File: src/core/rsbs_pkg.sv
// Constants shared by the register stack backing-store engine.
// Assumes a 64-bit backing-store address space and 96 physical stacked registers.
package rsbs_pkg;

  localparam int unsigned ADDR_W = 64;
  localparam int unsigned DATA_W = 64;
  localparam int unsigned CNT_W = 7;
  localparam logic [6:0] NUM_STACKED = 7'h60;

  // Register map, word index on the 4-bit register port
  localparam logic [3:0] REG_STORE_PTR = 4'h0;
  localparam logic [3:0] REG_STACK_TOP = 4'h1;
  localparam logic [3:0] REG_LOAD_PTR = 4'h2;
  localparam logic [3:0] REG_COLLECTION = 4'h3;
  localparam logic [3:0] REG_CONFIG = 4'h4;
  localparam logic [3:0] REG_STATUS = 4'h5;

  // Config and status field positions
  localparam int unsigned CFG_PL_LSB = 0;
  localparam int unsigned STAT_CFLE = 0;
  localparam int unsigned STAT_BUSY = 1;
  localparam int unsigned STAT_CUR_LSB = 8;
  localparam int unsigned STAT_DIRTY_LSB = 16;
  localparam int unsigned STAT_CLEAN_LSB = 24;
  localparam int unsigned STAT_INVALID_LSB = 32;
  localparam int unsigned STAT_STIDX_LSB = 40;
  localparam int unsigned STAT_RENAME_LSB = 48;

  // Collection slot: address bits 8:3 all ones
  localparam int unsigned SLOT_LSB = 3;
  localparam int unsigned SLOT_MSB = 8;
  localparam logic [5:0] COLLECTION_SLOT = 6'h3F;
  localparam logic [7:0] SLOTS_PER_GROUP = 8'h3F;
  localparam logic [63:0] SPILL_STRIDE = 64'h0000_0000_0000_0008;

  // Fixed byte order of every spill: 0 = little endian
  localparam logic MANDATORY_BYTE_ORDER = 1'b0;

  // Reset values
  localparam logic [63:0] RST_PTR = 64'h0000_0000_0000_0000;
  localparam logic [1:0] RST_PL = 2'h0;
  localparam logic [6:0] RST_CNT = 7'h00;

  // Operation codes on op_code_i
  localparam logic [2:0] OP_ENABLE_CFL = 3'h1;
  localparam logic [2:0] OP_INVALIDATE = 3'h2;
  localparam logic [2:0] OP_NEW_FRAME = 3'h3;
  localparam logic [2:0] OP_PRESERVE = 3'h4;
  localparam logic [2:0] OP_STORE = 3'h5;

  typedef enum logic [1:0] {
    RSBS_IDLE = 2'b00,
    RSBS_ISSUE = 2'b01,
    RSBS_WAIT = 2'b10,
    RSBS_CHECK = 2'b11
  } rsbs_state_e;

endpackage

File: src/core/rsbs_bs_advance.sv
// Backing-store address advance: base plus count register slots,
// skipping the collection words that fall in between.
// Assumes count never exceeds the physical stacked register count.
`timescale 1ns/1ns
module rsbs_bs_advance (
  input wire logic [63:0] base_i,
  input wire logic [6:0] count_i,
  output logic [63:0] result_o
);

  wire logic [7:0] slot_sum;
  wire logic [7:0] skipped;
  wire logic [7:0] total_slots;

  // Every 63 data slots one collection word is inserted
  assign slot_sum = {2'b00, base_i[rsbs_pkg::SLOT_MSB:rsbs_pkg::SLOT_LSB]} + {1'b0, count_i};
  assign skipped = slot_sum / rsbs_pkg::SLOTS_PER_GROUP;
  assign total_slots = {1'b0, count_i} + skipped;
  assign result_o = base_i + {53'h0, total_slots, 3'h0};

endmodule

File: src/core/rsbs_engine.sv
// Register stack backing-store engine: frame bookkeeping and spill steps.
// Assumes the register file supplies spill data for spill_reg_index_o in the
// same cycle and that memory answers each spill with one ack or err pulse.
//
// Added by the designer: the plain strobed port and the address map.
`timescale 1ns/1ns
module rsbs_engine (
  input wire logic clock_i,
  input wire logic rst_i,
  input wire logic [3:0] reg_addr_i,
  input wire logic [63:0] reg_wdata_i,
  input wire logic reg_wr_i,
  input wire logic reg_rd_i,
  output logic [63:0] reg_rdata_o,
  input wire logic op_valid_i,
  input wire logic [2:0] op_code_i,
  input wire logic [6:0] op_size_i,
  input wire logic intr_i,
  output logic op_ready_o,
  output logic op_done_o,
  output logic op_aborted_o,
  output logic [6:0] spill_reg_index_o,
  input wire logic [63:0] spill_data_i,
  input wire logic spill_nat_i,
  output logic mem_req_o,
  output logic [63:0] mem_addr_o,
  output logic [63:0] mem_data_o,
  output logic [1:0] mem_pl_o,
  output logic mem_byte_order_o,
  output logic mem_advanced_load_table_inval_o,
  input wire logic mem_ack_i,
  input wire logic mem_err_i,
  output logic current_frame_load_enable_o,
  output logic [6:0] rename_base_o,
  output logic [6:0] frame_size_o
);

  // Index arithmetic modulo the stacked register count
  function automatic logic [6:0] wrap_add(input logic [6:0] idx, input logic [6:0] amt);
    logic [7:0] sum;
    sum = {1'b0, idx} + {1'b0, amt};
    if (sum >= {1'b0, rsbs_pkg::NUM_STACKED}) begin
      sum = sum - {1'b0, rsbs_pkg::NUM_STACKED};
    end
    return sum[6:0];
  endfunction

  rsbs_pkg::rsbs_state_e state;
  rsbs_pkg::rsbs_state_e next_state;

  logic [63:0] store_pointer;
  logic [63:0] stack_top_address;
  logic [63:0] load_pointer;
  logic [63:0] deferred_bit_collection;
  logic [1:0] spill_privilege_level;
  logic [6:0] cur_size;
  logic [6:0] dirty;
  logic [6:0] clean;
  logic [6:0] target_size;
  logic growing;
  logic spill_is_reg;
  logic spill_nat;
  logic intr_seen;

  wire logic [6:0] invalid;
  wire logic [5:0] sp_slot;
  wire logic at_collection;
  wire logic [63:0] top_from_store;
  wire logic [63:0] top_from_preserve;
  wire logic [6:0] preserve_size;
  wire logic [6:0] growth;
  wire logic [7:0] free_regs;
  wire logic need_spill;
  wire logic [6:0] clean_after_grow;
  wire logic sp_write;
  wire logic op_take;
  wire logic spill_ok;
  wire logic spill_fail;
  wire logic [63:0] read_mux;
  wire logic [63:0] status_word;
  wire logic [63:0] next_collection;

  // Invalid partition is whatever is left over
  assign invalid = rsbs_pkg::NUM_STACKED - cur_size - dirty - clean;

  assign sp_slot = store_pointer[rsbs_pkg::SLOT_MSB:rsbs_pkg::SLOT_LSB];
  assign at_collection = (sp_slot == rsbs_pkg::COLLECTION_SLOT);

  rsbs_bs_advance u_top_from_store (
    .base_i(reg_wdata_i),
    .count_i(dirty),
    .result_o(top_from_store)
  );

  // A preserve larger than the frame is clamped to the frame
  assign preserve_size = (op_size_i > cur_size) ? cur_size : op_size_i;

  rsbs_bs_advance u_top_from_preserve (
    .base_i(stack_top_address),
    .count_i(preserve_size),
    .result_o(top_from_preserve)
  );

  // Growth is measured against the target of the pending new frame
  assign growth = (target_size > cur_size) ? (target_size - cur_size) : 7'h00;
  assign free_regs = {1'b0, invalid} + {1'b0, clean};
  assign need_spill = growing && (free_regs < {1'b0, growth}) && (dirty != 7'h00);
  // Growth draws on invalid registers first, then clean ones
  assign clean_after_grow = (growth > invalid) ? (clean - (growth - invalid)) : clean;

  assign sp_write = reg_wr_i && (reg_addr_i == rsbs_pkg::REG_STORE_PTR) && (state == rsbs_pkg::RSBS_IDLE);
  assign op_take = op_valid_i && (state == rsbs_pkg::RSBS_IDLE) && !sp_write;
  assign spill_ok = (state == rsbs_pkg::RSBS_WAIT) && mem_ack_i;
  assign spill_fail = (state == rsbs_pkg::RSBS_WAIT) && !mem_ack_i && mem_err_i;

  // Hardware deposit wins over a software write in the same cycle
  assign next_collection = (spill_ok && spill_is_reg)
    ? (deferred_bit_collection | ({63'h0, spill_nat} << mem_addr_o[rsbs_pkg::SLOT_MSB:rsbs_pkg::SLOT_LSB]))
      & ~(({63'h0, ~spill_nat}) << mem_addr_o[rsbs_pkg::SLOT_MSB:rsbs_pkg::SLOT_LSB])
    : (reg_wr_i && reg_addr_i == rsbs_pkg::REG_COLLECTION) ? reg_wdata_i
    : deferred_bit_collection;

  assign status_word = ({63'h0, current_frame_load_enable_o} << rsbs_pkg::STAT_CFLE)
    | ({63'h0, state != rsbs_pkg::RSBS_IDLE} << rsbs_pkg::STAT_BUSY)
    | ({57'h0, cur_size} << rsbs_pkg::STAT_CUR_LSB)
    | ({57'h0, dirty} << rsbs_pkg::STAT_DIRTY_LSB)
    | ({57'h0, clean} << rsbs_pkg::STAT_CLEAN_LSB)
    | ({57'h0, invalid} << rsbs_pkg::STAT_INVALID_LSB)
    | ({57'h0, spill_reg_index_o} << rsbs_pkg::STAT_STIDX_LSB)
    | ({57'h0, rename_base_o} << rsbs_pkg::STAT_RENAME_LSB);

  assign read_mux = (reg_addr_i == rsbs_pkg::REG_STORE_PTR) ? store_pointer
    : (reg_addr_i == rsbs_pkg::REG_STACK_TOP) ? stack_top_address
    : (reg_addr_i == rsbs_pkg::REG_LOAD_PTR) ? load_pointer
    : (reg_addr_i == rsbs_pkg::REG_COLLECTION) ? deferred_bit_collection
    : (reg_addr_i == rsbs_pkg::REG_CONFIG) ? {62'h0, spill_privilege_level}
    : (reg_addr_i == rsbs_pkg::REG_STATUS) ? status_word
    : 64'h0;

  // Sequencer for spills, both single and frame-growth driven
  always_comb begin
    next_state = state;
    unique case (state)
      rsbs_pkg::RSBS_IDLE: begin
        if (op_take && op_code_i == rsbs_pkg::OP_STORE) begin
          next_state = rsbs_pkg::RSBS_ISSUE;
        end else if (op_take && op_code_i == rsbs_pkg::OP_NEW_FRAME) begin
          next_state = rsbs_pkg::RSBS_CHECK;
        end
      end
      rsbs_pkg::RSBS_ISSUE: begin
        next_state = rsbs_pkg::RSBS_WAIT;
      end
      rsbs_pkg::RSBS_WAIT: begin
        if (spill_fail || (spill_ok && !growing)) begin
          next_state = rsbs_pkg::RSBS_IDLE;
        end else if (spill_ok) begin
          next_state = rsbs_pkg::RSBS_CHECK;
        end
      end
      rsbs_pkg::RSBS_CHECK: begin
        if (need_spill && !intr_seen) begin
          next_state = rsbs_pkg::RSBS_ISSUE;
        end else begin
          next_state = rsbs_pkg::RSBS_IDLE;
        end
      end
    endcase
  end

  always_ff @(posedge clock_i or posedge rst_i) begin
    if (rst_i) begin
      state <= rsbs_pkg::RSBS_IDLE;
    end else begin
      state <= next_state;
    end
  end

  // Register port: read data stands in each cycle after a cycle with the read strobe, zero otherwise
  always_ff @(posedge clock_i or posedge rst_i) begin
    if (rst_i) begin
      reg_rdata_o <= rsbs_pkg::RST_PTR;
    end else begin
      reg_rdata_o <= reg_rd_i ? read_mux : 64'h0;
    end
  end

  always_ff @(posedge clock_i or posedge rst_i) begin
    if (rst_i) begin
      load_pointer <= rsbs_pkg::RST_PTR;
      spill_privilege_level <= rsbs_pkg::RST_PL;
      deferred_bit_collection <= rsbs_pkg::RST_PTR;
    end else begin
      if (reg_wr_i && reg_addr_i == rsbs_pkg::REG_LOAD_PTR) begin
        load_pointer <= reg_wdata_i;
      end
      if (reg_wr_i && reg_addr_i == rsbs_pkg::REG_CONFIG) begin
        spill_privilege_level <= reg_wdata_i[rsbs_pkg::CFG_PL_LSB +: 2];
      end
      deferred_bit_collection <= next_collection;
    end
  end

  // Store pointer: software write or post-spill advance
  always_ff @(posedge clock_i or posedge rst_i) begin
    if (rst_i) begin
      store_pointer <= rsbs_pkg::RST_PTR;
    end else if (sp_write) begin
      store_pointer <= reg_wdata_i;
    end else if (spill_ok) begin
      store_pointer <= store_pointer + rsbs_pkg::SPILL_STRIDE;
    end
  end

  // Stack top address follows store pointer writes and preserves
  always_ff @(posedge clock_i or posedge rst_i) begin
    if (rst_i) begin
      stack_top_address <= rsbs_pkg::RST_PTR;
    end else if (sp_write) begin
      stack_top_address <= top_from_store;
    end else if (op_take && op_code_i == rsbs_pkg::OP_PRESERVE) begin
      stack_top_address <= top_from_preserve;
    end
  end

  // Only the explicit compare sets the enable; nothing is launched from it
  always_ff @(posedge clock_i or posedge rst_i) begin
    if (rst_i) begin
      current_frame_load_enable_o <= 1'b0;
    end else if (op_take && op_code_i == rsbs_pkg::OP_ENABLE_CFL) begin
      current_frame_load_enable_o <= (load_pointer > stack_top_address);
    end
  end

  // Partition bookkeeping; the four counts always sum to the register count
  always_ff @(posedge clock_i or posedge rst_i) begin
    if (rst_i) begin
      cur_size <= rsbs_pkg::RST_CNT;
      dirty <= rsbs_pkg::RST_CNT;
      clean <= rsbs_pkg::RST_CNT;
      rename_base_o <= rsbs_pkg::RST_CNT;
    end else if (sp_write) begin
      clean <= rsbs_pkg::RST_CNT;
    end else if (op_take && op_code_i == rsbs_pkg::OP_INVALIDATE) begin
      dirty <= rsbs_pkg::RST_CNT;
      clean <= rsbs_pkg::RST_CNT;
    end else if (op_take && op_code_i == rsbs_pkg::OP_PRESERVE) begin
      cur_size <= cur_size - preserve_size;
      dirty <= dirty + preserve_size;
      rename_base_o <= wrap_add(rename_base_o, preserve_size);
    end else if (spill_ok && spill_is_reg) begin
      dirty <= dirty - 7'h01;
      clean <= clean + 7'h01;
    end else if (state == rsbs_pkg::RSBS_CHECK && !need_spill) begin
      // Frame is resized only once enough registers are free; renaming untouched
      cur_size <= target_size;
      clean <= clean_after_grow;
    end
  end

  // New-frame request: the size replaces any earlier request
  always_ff @(posedge clock_i or posedge rst_i) begin
    if (rst_i) begin
      target_size <= rsbs_pkg::RST_CNT;
      growing <= 1'b0;
      intr_seen <= 1'b0;
    end else if (op_take) begin
      target_size <= (op_size_i > rsbs_pkg::NUM_STACKED) ? rsbs_pkg::NUM_STACKED : op_size_i;
      growing <= (op_code_i == rsbs_pkg::OP_NEW_FRAME);
      intr_seen <= 1'b0;
    end else if (next_state == rsbs_pkg::RSBS_IDLE) begin
      growing <= 1'b0;
      intr_seen <= 1'b0;
    end else if (intr_i && growing) begin
      // The outstanding spill finishes before the sequence stops
      intr_seen <= 1'b1;
    end
  end

  // Spill issue: address, data and attributes latched for the memory
  always_ff @(posedge clock_i or posedge rst_i) begin
    if (rst_i) begin
      mem_req_o <= 1'b0;
      mem_addr_o <= rsbs_pkg::RST_PTR;
      mem_data_o <= rsbs_pkg::RST_PTR;
      mem_pl_o <= rsbs_pkg::RST_PL;
      mem_byte_order_o <= rsbs_pkg::MANDATORY_BYTE_ORDER;
      mem_advanced_load_table_inval_o <= 1'b0;
      spill_is_reg <= 1'b0;
      spill_nat <= 1'b0;
    end else if (state == rsbs_pkg::RSBS_ISSUE) begin
      mem_req_o <= 1'b1;
      mem_addr_o <= store_pointer;
      mem_data_o <= at_collection ? deferred_bit_collection : spill_data_i;
      mem_pl_o <= spill_privilege_level;
      mem_byte_order_o <= rsbs_pkg::MANDATORY_BYTE_ORDER;
      mem_advanced_load_table_inval_o <= 1'b0;
      spill_is_reg <= !at_collection;
      spill_nat <= spill_nat_i;
    end else if (spill_ok || spill_fail) begin
      mem_req_o <= 1'b0;
    end
  end

  // Store register index wraps within the stacked range
  always_ff @(posedge clock_i or posedge rst_i) begin
    if (rst_i) begin
      spill_reg_index_o <= rsbs_pkg::RST_CNT;
    end else if (spill_ok && spill_is_reg) begin
      spill_reg_index_o <= wrap_add(spill_reg_index_o, 7'h01);
    end
  end

  // Completion pulses and handshake level
  always_ff @(posedge clock_i or posedge rst_i) begin
    if (rst_i) begin
      op_ready_o <= 1'b0;
      op_done_o <= 1'b0;
      op_aborted_o <= 1'b0;
      frame_size_o <= rsbs_pkg::RST_CNT;
    end else begin
      op_ready_o <= (next_state == rsbs_pkg::RSBS_IDLE);
      op_done_o <= (state != rsbs_pkg::RSBS_IDLE && next_state == rsbs_pkg::RSBS_IDLE)
        || (op_take && op_code_i != rsbs_pkg::OP_STORE && op_code_i != rsbs_pkg::OP_NEW_FRAME);
      op_aborted_o <= spill_fail || (state == rsbs_pkg::RSBS_CHECK && intr_seen && need_spill);
      frame_size_o <= cur_size;
    end
  end

endmodule

File: config.mk
export PLATFORM = sky130hd
export DESIGN_NAME = rsbs_engine
export DESIGN_NICKNAME = d
export VERILOG_FILES = /design/src/core/rsbs_pkg.sv /design/src/core/rsbs_bs_advance.sv /design/src/core/rsbs_engine.sv
export SDC_FILE = /design/constraint.sdc
export NUM_CORES = 2
export LEC_CHECK = 0
export CAP_MARGIN = 20
export CELL_PAD_IN_SITES_DETAIL_PLACEMENT = 1
export CELL_PAD_IN_SITES_GLOBAL_PLACEMENT = 1
export CORE_UTILIZATION = 46
export CTS_BUF_LIST = sky130_fd_sc_hd__clkbuf_4 sky130_fd_sc_hd__clkbuf_8
export CTS_CLUSTER_SIZE = 28
export DETAILED_ROUTE_END_ITERATION = 7
export DONT_BUFFER_PORTS = 1
export PLACE_DENSITY = 0.88
export REMOVE_ABC_BUFFERS = 1
export SLEW_MARGIN = 0
export SYNTH_ARGS = -nofsm -noshare
export SYNTH_HDL_FRONTEND = slang
export SYNTH_SLANG_ARGS = --single-unit
File: constraint.sdc
create_clock -name clock_i -period 16.5 [get_ports clock_i]
set_input_delay 3.3 -clock clock_i [delete_from_list [all_inputs] [get_ports clock_i]]
set_output_delay 3.3 -clock clock_i [all_outputs]
set_load 0.01 [all_outputs]
==> results.ini <==
[drt]
num_vias=29300
wire_per_inst_um=29.6
drc_errors=0
ant_nets=0
drtIter0Drc=3410
wirelength_um=130000
routed_via_density=6.67
firstDrtPassIters=6

[critical_path]
critical_path.slowest_cell=o31a_1
path_class=input port to register
reg2reg_slack_ns=7.51
cp_max_fo=18
critPathLaunchType=input port
worstPathArrival_ns=11.28
cp_common_cell=ha_1
r2r-end=stack_top_address[60]
r2r_cells=28
worstPathRequired_ns=17.07
end_kind=register
rr_startpoint=cur_size[4]
cpPeakStageDelay_ns=0.95
crit_path_start=op_size_i[6]

[yosys]
seq_area_frac_synth_pct=40.0
synth_flop_cell=dfrtp_1
synthMuxAreaShare_pct=10.4
synth-simple-area-share_pct=16.6
yosys_warnings=0
synthAdderAreaFrac_pct=8.36
ys_types=88
synth_xor_area_share_pct=4.74
syn_avg_cell_area_um2=9.29
synthCells=3428
syn-cell-area_um2=31900
synth-edff-count=0
synth_seq_cells=509
synthArstFlopShare_pct=100
synth_top_family_by_area=simple AND/OR/NAND/NOR gates
synth_compound_area_share_pct=15.7

[clock_network]
cts_max_level=3
cts_buffer_depth=3
cts_setup_buffers=0
tritoncts=done
cts.sinks=509
cts-root-buf=clkbuf_8
cts_resized=0
worstSkewPairLatency_ns=0.73
hold_buffers=0
numCtsBuffers=93
clk_pin_slew_ns=0.06

[power_and_ir_drop]
power_density_nw_per_um2=243
seqPwrFrac_pct=27.7
power.leakage_nw=14.9
internal_power_w=0.00445
power.switching_w=0.00402
combPwrFrac_pct=56.0
pwr-share-clk_pct=16.3
swShare_pct=47.5
peakVddDrop_mv=0.371

[worst_hold_path]
worstHoldStart=spill_is_reg
min_path_type=register to register
hold_depth=2
hold_path_end=spill_is_reg

[die]
die_w_um=265
initial_utilization_pct=46.4
ios=373
die_y_um=265
die_area_um2=70300
core-area_um2=68600
rows=96

[timing]
worst_pin_slew_ns=1.22
setup_viol=0
maxClockFrequency_mhz=93.4
slew_viol_final=0
fin_ws_ns=5.79
slew_headroom_pct=18.2
hold_viol_final=0
period_minus_slack_ns=10.71
finalCritPeriodShare_pct=64.9
fin_skew_ns=0.0593
rsz0062_at_grt=no

[placement]
dpl.hpwl_um=91400
gp_congestion=0.956
port_buffers=0
dp_slack_ns=5.27
place_inst=4216

[cells_and_area]
instances_no_fill=4390
fillers=7813
drive_gt1_share_pct=11.4
nNetsFinal=3730
area_growth_pct=9.19

[grt]
grt_start_max_net_pins=83
grt_pass1_vias=30300
grt_usage_pct=36.7
antenna_found_initial=7
overflow=0
grt_pass1_wl_um=194000

[run_status]
run_status=finished, final reports clean

[run]
drv_cap=0

## synth_stat cells, types with 23 or more instances
cell type / n / area [um^2]
a21oi_1: 182 / 911
clkbuf_1: 145 / 544
o22ai_1: 82 / 513
xor2_1: 42 / 368
nor4_1: 34 / 213
mux2i_1: 149 / 1490
xnor2_1: 128 / 1120
nand3_1: 94 / 470
nor2b_1: 38 / 238
mux2_2: 123 / 1390
a21o_1: 38 / 285
nand2_1: 350 / 1310
o211ai_1: 37 / 278
nor2_1: 270 / 1010
o21a_1: 50 / 375
inv_1: 173 / 649
and3_1: 32 / 200
o311ai_0: 29 / 254
ha_1: 176 / 2200
fa_1: 23 / 460
dfrtp_1: 509 / 12700
nor3_1: 102 / 510
nand4_1: 61 / 382
o21ai_0: 270 / 1350
## stage by stage
stage | area (um^2) | util [%] | setup TNS [ns] | power [W] | hold slack [ns]
global route | 34800 | 50.7 | 0 | 0.00904 | 0.553
global placement | 32700 | 47.6 | 0 | 0.00666 | 0.481
finish | 34800 | 50.7 | 0 | 0.00847 | 0.519
CTS | 34800 | 50.7 | 0 | 0.00835 | 0.515
detailed placement | 32700 | 47.6 | 0 | 0.00689 | 0.504
floorplan | 31200 | - | -516.53 | 0.00551 | 0.436
## worst max-delay path: cells and delay by family
family                     cells  cell delay [ns]
AOI/OAI and AO/OA             10             3.33
adders and majority gates      5             1.75
and+or+nand+nor                7             1.41
muxes                          2             0.85
xor gates and xnor gates       2             0.46
buffers and inverters          1             0.15
## power by group through the flow
stage	Combinational [W]	Sequential (W)	Clock, W
3_5_place_dp	0.00456	0.00233	0
2_1_floorplan	0.00346	0.00205	0
4_1_cts	0.00464	0.00232	0.00139
3_3_place_gp	0.00435	0.00231	0
5_1_grt	0.00522	0.00238	0.00145
6_report	0.00475	0.00234	0.00138
## metal layers
| layer | part of all wire, % | track usage, % | up-vias |
|---|---|---|---|
| met1 | 38 | 45.4 | 14700 |
| li1 | - | - | 12200 |
| met2 | 44 | 55.3 | 1823 |
| met3 | 11 | 11.3 | 540 |
| met5 | 0.11 | 0.762 | - |
| met4 | 7.3 | 24.0 | 13 |
## final cells by class
cell class,count,area (um^2),area share [%]
multi-input combinational,2571,17900,51.3
antenna,6,15.0,0.0432
sequential,509,12700,36.6
timing repair buffer,31,233,0.669
tap,931,1160,3.35
inverter,174,661,1.90
clock buffer,151,1900,5.45
clock inverter,17,221,0.637
## worst max-delay path by stage
stage	end	slack, ns	depth (start not counted)
floorplan	clean[0]	-1.01	1
global placement	stack_top_address[44]	5.42	27
detailed placement	stack_top_address[58]	5.27	27
CTS	stack_top_address[60]	5.91	27
global route	stack_top_address[60]	5.27	27
finish	stack_top_address[60]	5.79	27
## placed cells by master, fill, tap and decap left out, types with 18 or more instances in the layout
master and n:
dfrtp_1 509, xnor2_1 128, o21ai_0 270, xor2_1 42, mux4_2 19, mux2_2 123, o311ai_0 29, and3_1 32
nor3_1 102, clkbuf_8 122, a31oi_1 18, nand3_1 92, o211ai_1 37, nand4_1 61, o21a_1 50, nand2_1 349
fa_1 23, buf_4 31, nor2_1 267, mux2i_1 149, a21oi_1 182, o22ai_1 82, a21o_1 38, clkbuf_4 29
nor4_1 32, inv_1 172, ha_1 176, nor2b_1 38
## cell families (layout without fill, tap and decap cells)
kind of cell             after synthesis  in the layout
XOR/XNOR                             171            171
multiplexers                         291            291
AO/OA/AOI/OAI                        810            810
AND/OR/NAND/NOR                     1096           1096
other                                  1             10
flip-flops                           509            509
buffers and inverters                351            373
adder cells (fa/ha/maj)              199            199
(Power assumes the default switching activity.)
